$ cat src/hw/synth_pkg.sv
// Constants, types and carriers shared by the synthesizer sequencer files
//
// Notes on behaviour
// - Frequency write with fast-lock enabled enters fast-lock once calibration ends.
// - During fast-lock the pump runs at the boost current field.
// - Timer expiry ends fast-lock; pump returns to the normal current field.
// - Fast-lock terminal count is 511 plus 512 times the timer field.
// - Calibration starts on frequency write only if mode bit 1 low, power-down high.
// - During calibration tuning ties to reference and the pump output is off.
// - Calibration lasts (6 + 2^P) x 8 + 3 clock periods.
// - Core select comes from frequency word; calibration picks band each frequency set.
// - Register contents are undefined at power-up; host writes every address.
// - Fast-lock enable is bit 11 of the function register, 1 enables.
// - Fast-lock timer field is bits 10 to 7 of the function register.
// - Normal pump current at bits 18 to 16, boost at 14 to 12.
package synth_pkg;

  // Register map
  localparam int          DATA_W     = 20;
  localparam int          ADDR_W     = 3;
  localparam int          NUM_REGS   = 4;
  localparam logic [2:0]  ADDR_FREQ1 = 3'h1;
  localparam logic [2:0]  ADDR_FREQ2 = 3'h2;
  localparam logic [2:0]  ADDR_FREQ3 = 3'h3;
  localparam logic [2:0]  ADDR_FUNC  = 3'h4;

  // Field positions
  localparam int FAST_EN_BIT    = 11;
  localparam int FAST_TMR_LSB   = 7;
  localparam int FAST_TMR_W     = 4;
  localparam int MODE_EXT_BIT   = 3;
  localparam int CAL_PREC_LSB   = 16;
  localparam int CAL_PREC_W     = 4;
  localparam int PUMP_NORM_LSB  = 16;
  localparam int PUMP_BOOST_LSB = 12;
  localparam int PUMP_W         = 3;
  localparam int VCO_SEL_LSB    = 16;
  localparam int VCO_SEL_W      = 2;

  // Reset values
  localparam logic [DATA_W-1:0] RDATA_RST = 20'h00000;

  // Timing counts in clock cycles
  localparam int FAST_BASE = 511;
  localparam int FAST_STEP = 512;
  localparam int CAL_BASE  = 6;
  localparam int CAL_MULT  = 8;
  localparam int CAL_TAIL  = 3;
  localparam int CAL_CNT_W = 19;
  localparam int FAST_CNT_W = 13;

  // Host-side timing, kept for reference by the host model
  localparam int CLK_MHZ         = 125;
  localparam int BIAS_SETTLE_US  = 500;
  localparam int REG_SETTLE_MS   = 10;
  localparam int BIAS_SETTLE_CYC = BIAS_SETTLE_US * CLK_MHZ;
  localparam int REG_SETTLE_CYC  = REG_SETTLE_MS * 1000 * CLK_MHZ;

  typedef enum logic [1:0] {
    ST_IDLE = 2'b00,
    ST_CAL  = 2'b01,
    ST_FAST = 2'b10,
    ST_NORM = 2'b11
  } seq_e;

  typedef struct packed {
    logic              wr;
    logic              rd;
    logic [ADDR_W-1:0] addr;
    logic [DATA_W-1:0] wdata;
  } busReq_s;

  typedef struct packed {
    logic              enable;
    logic              tuneToRef;
    logic [PUMP_W-1:0] current;
  } pump_s;

endpackage

$ cat src/hw/reg_bank.sv
// Small register store with registered read port and full word view
`timescale 1ns/1ps
`default_nettype none
module reg_bank #(
  parameter int W = 20,
  parameter int N = 4
) (
  input  wire logic                 mclk,
  input  wire logic                 rstn,
  input  wire logic                 wrEn,
  input  wire logic [$clog2(N)-1:0] wrIdx,
  input  wire logic [W-1:0]         wrData,
  input  wire logic                 rdEn,
  input  wire logic                 rdHit,
  input  wire logic [$clog2(N)-1:0] rdIdx,
  output logic      [W-1:0]         rdData,
  output logic      [N*W-1:0]       words
);

  // Elaboration check: at least two words of at least one bit
  if (W < 1 || N < 2) begin : gBadSize
    $error("reg_bank: bad size");
  end

  logic [W-1:0] mem [N];

  // Storage has no reset: contents stay undefined until written
  always_ff @(posedge mclk) begin
    if (wrEn) begin
      mem[wrIdx] <= wrData;
    end
  end

  // Read data valid in the cycle after the strobe only; misses read zero
  always_ff @(posedge mclk or negedge rstn) begin
    if (!rstn) begin
      rdData <= '0;
    end else if (rdEn && rdHit) begin
      rdData <= mem[rdIdx];
    end else begin
      rdData <= '0;
    end
  end

  genvar g;
  generate
    for (g = 0; g < N; g++) begin : gWord
      assign words[g*W +: W] = mem[g];
    end
  endgenerate

endmodule
`default_nettype wire

$ cat src/hw/synth_fastlock_vco_cal_sequencer.sv
// Calibration and fast-lock sequencer with its register port
//
// The strobed register port and the placing of the registers were chosen for this implementation.
`timescale 1ns/1ps
`default_nettype none
module synth_fastlock_vco_cal_sequencer #(
  parameter int FL_BASE  = synth_pkg::FAST_BASE,
  parameter int FL_STEP  = synth_pkg::FAST_STEP,
  parameter int CL_BASE  = synth_pkg::CAL_BASE,
  parameter int CL_MULT  = synth_pkg::CAL_MULT,
  parameter int CL_TAIL  = synth_pkg::CAL_TAIL
) (
  input  wire logic                                mclk,
  input  wire logic                                rstn,
  input  wire logic                                powerDownN,
  input  wire synth_pkg::busReq_s                  busReq,
  output logic      [synth_pkg::DATA_W-1:0]        rdata,
  output synth_pkg::pump_s                         pump,
  output logic                                     calBusy,
  output logic                                     fastLockActive,
  output logic      [synth_pkg::VCO_SEL_W-1:0]     vcoCoreSelect
);

  localparam int DW = synth_pkg::DATA_W;
  localparam int CW = synth_pkg::CAL_CNT_W;
  localparam int FW = synth_pkg::FAST_CNT_W;
  localparam int VCO_HI = synth_pkg::VCO_SEL_LSB + synth_pkg::VCO_SEL_W - 1;

  // Elaboration checks: counter widths are fixed, so the counts must fit them
  if (FL_BASE < 1 || FL_STEP < 0 || FL_BASE + 15 * FL_STEP >= (1 << FW)) begin : gBadFast
    $error("fast-lock count does not fit the timer");
  end
  if (CL_MULT < 1 || CL_BASE < 0 || CL_TAIL < 1
      || CL_MULT * (CL_BASE + 32768) + CL_TAIL > (1 << CW)) begin : gBadCal
    $error("calibration timing parameters out of range");
  end

  //////////////////////////////////////////////////////////////////////////////
  // Register port

  logic                 hit;
  logic [1:0]           idx;
  logic [4*DW-1:0]      words;
  logic [DW-1:0]        funcWord;
  logic [DW-1:0]        freq2Word;

  assign hit       = (busReq.addr >= synth_pkg::ADDR_FREQ1) && (busReq.addr <= synth_pkg::ADDR_FUNC);
  assign idx       = 2'(busReq.addr - synth_pkg::ADDR_FREQ1);
  assign funcWord  = words[3*DW +: DW];
  assign freq2Word = words[1*DW +: DW];

  reg_bank #(
    .W (DW),
    .N (synth_pkg::NUM_REGS)
  ) uBank (
    .mclk   (mclk),
    .rstn   (rstn),
    .wrEn   (busReq.wr && hit),
    .wrIdx  (idx),
    .wrData (busReq.wdata),
    .rdEn   (busReq.rd),
    .rdHit  (hit),
    .rdIdx  (idx),
    .rdData (rdata),
    .words  (words)
  );

  //////////////////////////////////////////////////////////////////////////////
  // Field extraction

  logic                             fast_lock_enable;
  logic [synth_pkg::FAST_TMR_W-1:0] fastField;
  logic [synth_pkg::CAL_PREC_W-1:0] calPrecision;
  logic                             modeExt;
  logic [synth_pkg::PUMP_W-1:0]     normalPumpCurrent;
  logic [synth_pkg::PUMP_W-1:0]     boostPumpCurrent;

  assign fast_lock_enable            = funcWord[synth_pkg::FAST_EN_BIT];
  assign fastField         = funcWord[synth_pkg::FAST_TMR_LSB +: synth_pkg::FAST_TMR_W];
  assign calPrecision      = funcWord[synth_pkg::CAL_PREC_LSB +: synth_pkg::CAL_PREC_W];
  assign modeExt           = funcWord[synth_pkg::MODE_EXT_BIT];
  assign normalPumpCurrent = freq2Word[synth_pkg::PUMP_NORM_LSB +: synth_pkg::PUMP_W];
  assign boostPumpCurrent  = freq2Word[synth_pkg::PUMP_BOOST_LSB +: synth_pkg::PUMP_W];

  //////////////////////////////////////////////////////////////////////////////
  // Sequencer

  synth_pkg::seq_e state_r;
  synth_pkg::seq_e state_nxt;
  logic [CW-1:0]   calCnt_r;
  logic [FW-1:0]   fastCnt_r;
  logic [FW-1:0]   fastTerm_r;
  logic            fastArmed_r;
  logic            calStart;
  logic [CW-1:0]   calLoad;
  logic [FW-1:0]   fastTermCalc;
  logic            calDone;
  logic            fastDone;

  // Calibration only fires with the internal VCO path and the part powered
  assign calStart = busReq.wr && (busReq.addr == synth_pkg::ADDR_FREQ1) && !modeExt && powerDownN;

  // Cycle count minus one, since the count includes the final cycle
  assign calLoad = CW'(CL_MULT * (CL_BASE + (32'd1 << calPrecision)) + CL_TAIL - 1);

  // Terminal count from the timer field
  assign fastTermCalc = FW'(FL_BASE + FL_STEP * int'(fastField));

  assign calDone  = (calCnt_r == '0);
  assign fastDone = (fastCnt_r == fastTerm_r);

  // Next state; a fresh frequency write restarts calibration from any state
  always_comb begin
    state_nxt = state_r;
    if (!powerDownN) begin
      state_nxt = synth_pkg::ST_IDLE;
    end else if (calStart) begin
      state_nxt = synth_pkg::ST_CAL;
    end else begin
      unique case (state_r)
        synth_pkg::ST_IDLE: state_nxt = synth_pkg::ST_IDLE;
        synth_pkg::ST_CAL: begin
          if (calDone) begin
            state_nxt = fastArmed_r ? synth_pkg::ST_FAST : synth_pkg::ST_NORM;
          end
        end
        synth_pkg::ST_FAST: begin
          if (fastDone) begin
            state_nxt = synth_pkg::ST_NORM;
          end
        end
        synth_pkg::ST_NORM: state_nxt = synth_pkg::ST_NORM;
      endcase
    end
  end

  always_ff @(posedge mclk or negedge rstn) begin
    if (!rstn) begin
      state_r <= synth_pkg::ST_IDLE;
    end else begin
      state_r <= state_nxt;
    end
  end

  // Enable and terminal count are caught at the write so later edits cannot cut a run short
  always_ff @(posedge mclk or negedge rstn) begin
    if (!rstn) begin
      fastArmed_r <= 1'b0;
      fastTerm_r  <= '0;
    end else if (calStart) begin
      fastArmed_r <= fast_lock_enable;
      fastTerm_r  <= fastTermCalc;
    end
  end

  // Calibration down-counter
  always_ff @(posedge mclk or negedge rstn) begin
    if (!rstn) begin
      calCnt_r <= '0;
    end else if (calStart) begin
      calCnt_r <= calLoad;
    end else if (state_r == synth_pkg::ST_CAL && !calDone) begin
      calCnt_r <= calCnt_r - CW'(1);
    end
  end

  // Fast-lock timer: first FAST cycle is count 1, so the phase lasts the terminal count
  always_ff @(posedge mclk or negedge rstn) begin
    if (!rstn) begin
      fastCnt_r <= '0;
    end else if (state_nxt == synth_pkg::ST_FAST && state_r != synth_pkg::ST_FAST) begin
      fastCnt_r <= FW'(1);
    end else if (state_r == synth_pkg::ST_FAST) begin
      fastCnt_r <= fastCnt_r + FW'(1);
    end
  end

  //////////////////////////////////////////////////////////////////////////////
  // Registered outputs, aligned with state_r

  // Pump off and tuning on reference while calibrating; boost current in fast-lock
  always_ff @(posedge mclk or negedge rstn) begin
    if (!rstn) begin
      pump <= '0;
    end else begin
      pump.enable    <= powerDownN && (state_nxt != synth_pkg::ST_CAL);
      pump.tuneToRef <= (state_nxt == synth_pkg::ST_CAL);
      pump.current   <= (state_nxt == synth_pkg::ST_FAST) ? boostPumpCurrent
                                                           : normalPumpCurrent;
    end
  end

  always_ff @(posedge mclk or negedge rstn) begin
    if (!rstn) begin
      calBusy        <= 1'b0;
      fastLockActive <= 1'b0;
    end else begin
      calBusy        <= (state_nxt == synth_pkg::ST_CAL);
      fastLockActive <= (state_nxt == synth_pkg::ST_FAST);
    end
  end

  // Core select taken from the frequency word; band search follows in calibration
  always_ff @(posedge mclk or negedge rstn) begin
    if (!rstn) begin
      vcoCoreSelect <= '0;
    end else if (calStart) begin
      vcoCoreSelect <= busReq.wdata[synth_pkg::VCO_SEL_LSB +: synth_pkg::VCO_SEL_W];
    end
  end

  //////////////////////////////////////////////////////////////////////////////
  // Checks

  logic [CW-1:0]                    calSeen_r;
  logic [FW-1:0]                    fastSeen_r;
  logic [synth_pkg::CAL_PREC_W-1:0] calPrecAt_r;

  // Precision as it stood at the write, so later edits cannot blur the check
  always_ff @(posedge mclk or negedge rstn) begin
    if (!rstn) begin
      calPrecAt_r <= '0;
    end else if (calStart) begin
      calPrecAt_r <= calPrecision;
    end
  end

  // Independent cycle counters for the phase-length checks
  always_ff @(posedge mclk or negedge rstn) begin
    if (!rstn) begin
      calSeen_r  <= '0;
      fastSeen_r <= '0;
    end else begin
      calSeen_r  <= (state_r == synth_pkg::ST_CAL && !calStart) ? calSeen_r + CW'(1) : '0;
      fastSeen_r <= (state_r == synth_pkg::ST_FAST && !calStart) ? fastSeen_r + FW'(1) : '0;
    end
  end

  a_cal_start: assert property (@(posedge mclk) disable iff (!rstn)
    calStart |=> calBusy && state_r == synth_pkg::ST_CAL)
    else $error("calibration did not start on frequency write");

  a_cal_blocked: assert property (@(posedge mclk) disable iff (!rstn)
    (busReq.wr && busReq.addr == synth_pkg::ADDR_FREQ1 && (modeExt || !powerDownN)
     && state_r != synth_pkg::ST_CAL) |=> !calBusy)
    else $error("calibration started while blocked");

  a_cal_isolate: assert property (@(posedge mclk) disable iff (!rstn)
    calBusy |-> !pump.enable && pump.tuneToRef)
    else $error("pump active during calibration");

  a_cal_length: assert property (@(posedge mclk) disable iff (!rstn)
    (state_r == synth_pkg::ST_CAL && state_nxt != synth_pkg::ST_CAL && powerDownN && !calStart)
    |-> int'(calSeen_r) + 1 == (CL_BASE + (1 << calPrecAt_r)) * CL_MULT + CL_TAIL)
    else $error("calibration length wrong");

  a_fast_entry: assert property (@(posedge mclk) disable iff (!rstn)
    (state_r == synth_pkg::ST_CAL && calDone && fastArmed_r && powerDownN && !calStart)
    |=> fastLockActive ##1 fastLockActive)
    else $error("fast-lock not entered after calibration");

  a_fast_current: assert property (@(posedge mclk) disable iff (!rstn)
    (fastLockActive && $stable(freq2Word)) |-> pump.current == boostPumpCurrent && pump.enable)
    else $error("boost current missing in fast-lock");

  a_fast_length: assert property (@(posedge mclk) disable iff (!rstn)
    (state_r == synth_pkg::ST_FAST && !calStart && powerDownN && fastDone)
    |-> int'(fastSeen_r) + 1 == int'(fastTerm_r))
    else $error("fast-lock length differs from terminal count");

  a_fast_exit: assert property (@(posedge mclk) disable iff (!rstn)
    (state_r == synth_pkg::ST_FAST && fastDone && !calStart && powerDownN)
    |=> !fastLockActive && pump.current == $past(normalPumpCurrent))
    else $error("normal current not restored after fast-lock");

  a_vco_select: assert property (@(posedge mclk) disable iff (!rstn)
    calStart |=> vcoCoreSelect == $past(busReq.wdata[VCO_HI:synth_pkg::VCO_SEL_LSB]))
    else $error("core select not taken from frequency word");

endmodule
`default_nettype wire

$ cat config.mk
export PLATFORM = sky130hd
export DESIGN_NAME = synth_fastlock_vco_cal_sequencer
export DESIGN_NICKNAME = d
export VERILOG_FILES = /design/src/hw/synth_pkg.sv /design/src/hw/reg_bank.sv /design/src/hw/synth_fastlock_vco_cal_sequencer.sv
export SDC_FILE = /design/constraint.sdc
export NUM_CORES = 1
export LEC_CHECK = 0
export BUFFER_PORTS_ARGS = -buffer_cell sky130_fd_sc_hd__buf_2
export CORE_MARGIN = 5
export CORE_UTILIZATION = 40
export DETAILED_ROUTE_END_ITERATION = 7
export PLACE_DENSITY = 0.55
export SYNTH_ARGS = -nofsm -noshare
export SYNTH_HDL_FRONTEND = slang
export SYNTH_HIERARCHICAL = 1
export SYNTH_SLANG_ARGS = --single-unit
$ cat constraint.sdc
create_clock -name mclk -period 3.26 [get_ports mclk]
set_input_delay 0.652 -clock mclk [delete_from_list [all_inputs] [get_ports mclk]]
set_output_delay 0.652 -clock mclk [all_outputs]
set_load 0.01 [all_outputs]
==> metrics.txt <==
status completed; minimum clock period 2.77 ns; die extent in x 135 µm; Max FO, Critical Path 13; CP delay by family, top simple AND/OR/NAND/NOR gates; Worst-Skew Late Latency 0.41 ns; Inserted Clock Buffers 17; Synth Instances 457; Post-Route WL 12.9 mm; core area 0.0152 mm²; Startpoint Class register; initial core utilization approximately two fifths; post-DR vias/cell 5.33; vias in the first global route 3,994; Mapped Nets 490; H-tree Lvls 4; Worst-path clk slew 0.06 ns; crit-path cells inv_1 -> ha_1 -> or3b_2 -> or4_4 -> or4_1 -> nand3_1 -> o21ai_1; P per Cell Area 612 mW/mm²; largest net degree at the start of global routing 69; Crit. End Element register; fillers 1,331; post-synthesis register bit count about 150; Synth Cell Area 0.00620 mm²; DR pass1 iterations 4; hpwl dp 8.11 mm; top cell type's share of synthesized area just under 40%; worst slew pin tran about 0.78 ns; num ports between 50 and 60; critical path's largest stage delay roughly 0.7 ns; synth unique cells 56; type of the most critical hold path input port to asynchronous set/reset pin; DR WL/cell 17.8 µm; P&R area growth vs syn 17.7%; DR vias 3,869; Post-route DRC 0; Synth async-reset ratio 45.9%; antenna cells 0; worst hold slack 0.269 ns; grt ovf 0; Post-synth EDFFs 80; share of layout cells above drive strength 1 21.2%; sequential area share after synthesis 66.1%; Port Buf Inserts 56; root buffer cell clkbuf_16; RSZ-0062 raised after global routing no; final hold violations 0; area leader, netlist edfxtp_1; die area about 0.018 mm²; top_reg_cell synth edfxtp_1; critical path arrival approximately 3.1 ns; post-cts sizing count 0; post-CTS setup repair buffer count 0; fin util slightly below 50%; largest cells by area after synthesis edfxtp_1, dfrtp_1, mux2i_1, o22ai_1, nand2_1; final setup vio count 0; initial antenna violation count 0; CP Class register to register; setup TNS 0 ns; Max IR drop VDD 0.343 mV; slew margin rel. 47.8%; first-pass GRT wire length 21.1 mm; yosys warns 6; Routed Antenna Nets 0; Row Count 45; WP buf/inv 1; Mean Syn Cell Area around 14 µm²; Sink Count 148; GRT Total Usage around 15%; fin. max-slew vios 0; period utilization 85.1%; max_cap viols 0; die height 135 µm; CTS Hold Bufs 0; slowest stage cell, crit path or4_1; Placer Congestion between 0.7 and 0.8; f_max 361 MHz; Req. time, crit path 3.55 ns; Bufs on Longest Clock Path 2; leakage power slightly below 3 nW; layout net count 558; Worst Clk Skew approximately 0.0084 ns; Starting DRT DRC Count 317; CTS tree built
path summary, 6_finish.rpt:
| check | startpoint | end | slack [ns] | depth (start not counted) |
|---|---|---|---|---|
| setup / recovery | calCnt_r[0] | fastCnt_r[3] | 0.49 | 7 |
| hold / removal | rstn | fastCnt_r[6] | 0.27 | 2 |
| setup reg to reg | calCnt_r[0] | fastCnt_r[3] | 0.49 | 7 |
| hold reg to reg | vcoCoreSelect[1] | vcoCoreSelect[1] | 0.48 | 2 |
| max in group asynchronous | rstn | fastTerm_r[12] | 2.69 | 2 |
| min in group mclk | busReq[14] | uBank/mem[3][14] | 0.45 | 1 |
final cells by class:
cell class | count | area, µm² | area share (%)
clock buffer | 22 | 454 | 6.22
inverter | 8 | 30.0 | 0.411
clock inverter | 10 | 126 | 1.73
multi-input combinational | 279 | 1930 | 26.5
sequential | 148 | 4100 | 56.2
tap | 188 | 235 | 3.22
timing repair buffer | 71 | 418 | 5.72
layer usage:
metal,vias up,wire length (µm),GRT usage [%]
met5,-,0,0
met4,0,105,5.66
met3,8,547,3.76
met2,82,6430,24.5
met1,1913,5840,20.1
li1,1866,-,-
layout by cell type (no fill, tap or decap), drive strengths merged, types with 7 or more instances in the layout:
cell type and instances:
a21oi 8, buf 71, clkbuf 22, dfrtp 68, edfxtp 80, inv 11
mux2i 41, nand2 35, nand3 17, nand4 9, nor2 15, nor3 14
o211ai 7, o21ai 19, o22ai 24, xor2 15
where the power goes:
part           total (mW)  leakage (nW)  internal, mW  switching [mW]
Combinational       0.354          1.14         0.147           0.207
Sequential           2.21          1.55          2.12          0.0945
Clock                1.90         0.272          1.16           0.745
flip-flops by register name, indices dropped and copies added (netlist names):
name,cells
calBusy,1
pump,4
fastLockActive,1
uBank/rdData,20
state_r,2
fastTerm_r,5
fastCnt_r,13
uBank/mem,80
fastArmed_r,1
calCnt_r,19
vcoCoreSelect,2
cells in the mapped netlist (3+ instances only):
cell type	n
nand4_1	9
o2111ai_1	3
edfxtp_1	80
nor2_1	15
nand3b_1	3
or4_1	4
nand3_1	17
nand2b_1	6
xnor2_1	6
nand2_1	35
xor2_1	15
inv_1	8
clkbuf_1	14
nor2b_1	4
o21ai_1	9
o211ai_1	6
dfrtp_1	68
or3_1	3
o21ai_0	9
nor4_1	5
and2_1	4
mux2i_1	41
a21oi_1	8
mux2_2	4
nor3_1	14
o22ai_1	24
ha_1	5
logic make-up (layout without fill, tap and decap cells):
family | Yosys count | in the layout | share of synthesized area [%]
xor+xnor | 21 | 21 | 2.96
flops | 148 | 148 | 66.1
compound gates | 77 | 77 | 8.23
fa+ha+maj | 5 | 5 | 1.01
simple gates | 131 | 131 | 11.3
buf+inv | 30 | 111 | 3.00
mux | 45 | 45 | 7.34
stage by stage:
stage	power, mW	instances	instance area (µm²)	setup slack (ns)
detailed placement	2.60	694	6720	0.485
global route	4.65	726	7300	0.335
finish	4.47	726	7300	0.487
floorplan	2.45	457	6210	0.637
global placement	2.60	694	6720	0.536
CTS	4.51	726	7300	0.467
Power figures use the tool's default switching activity.
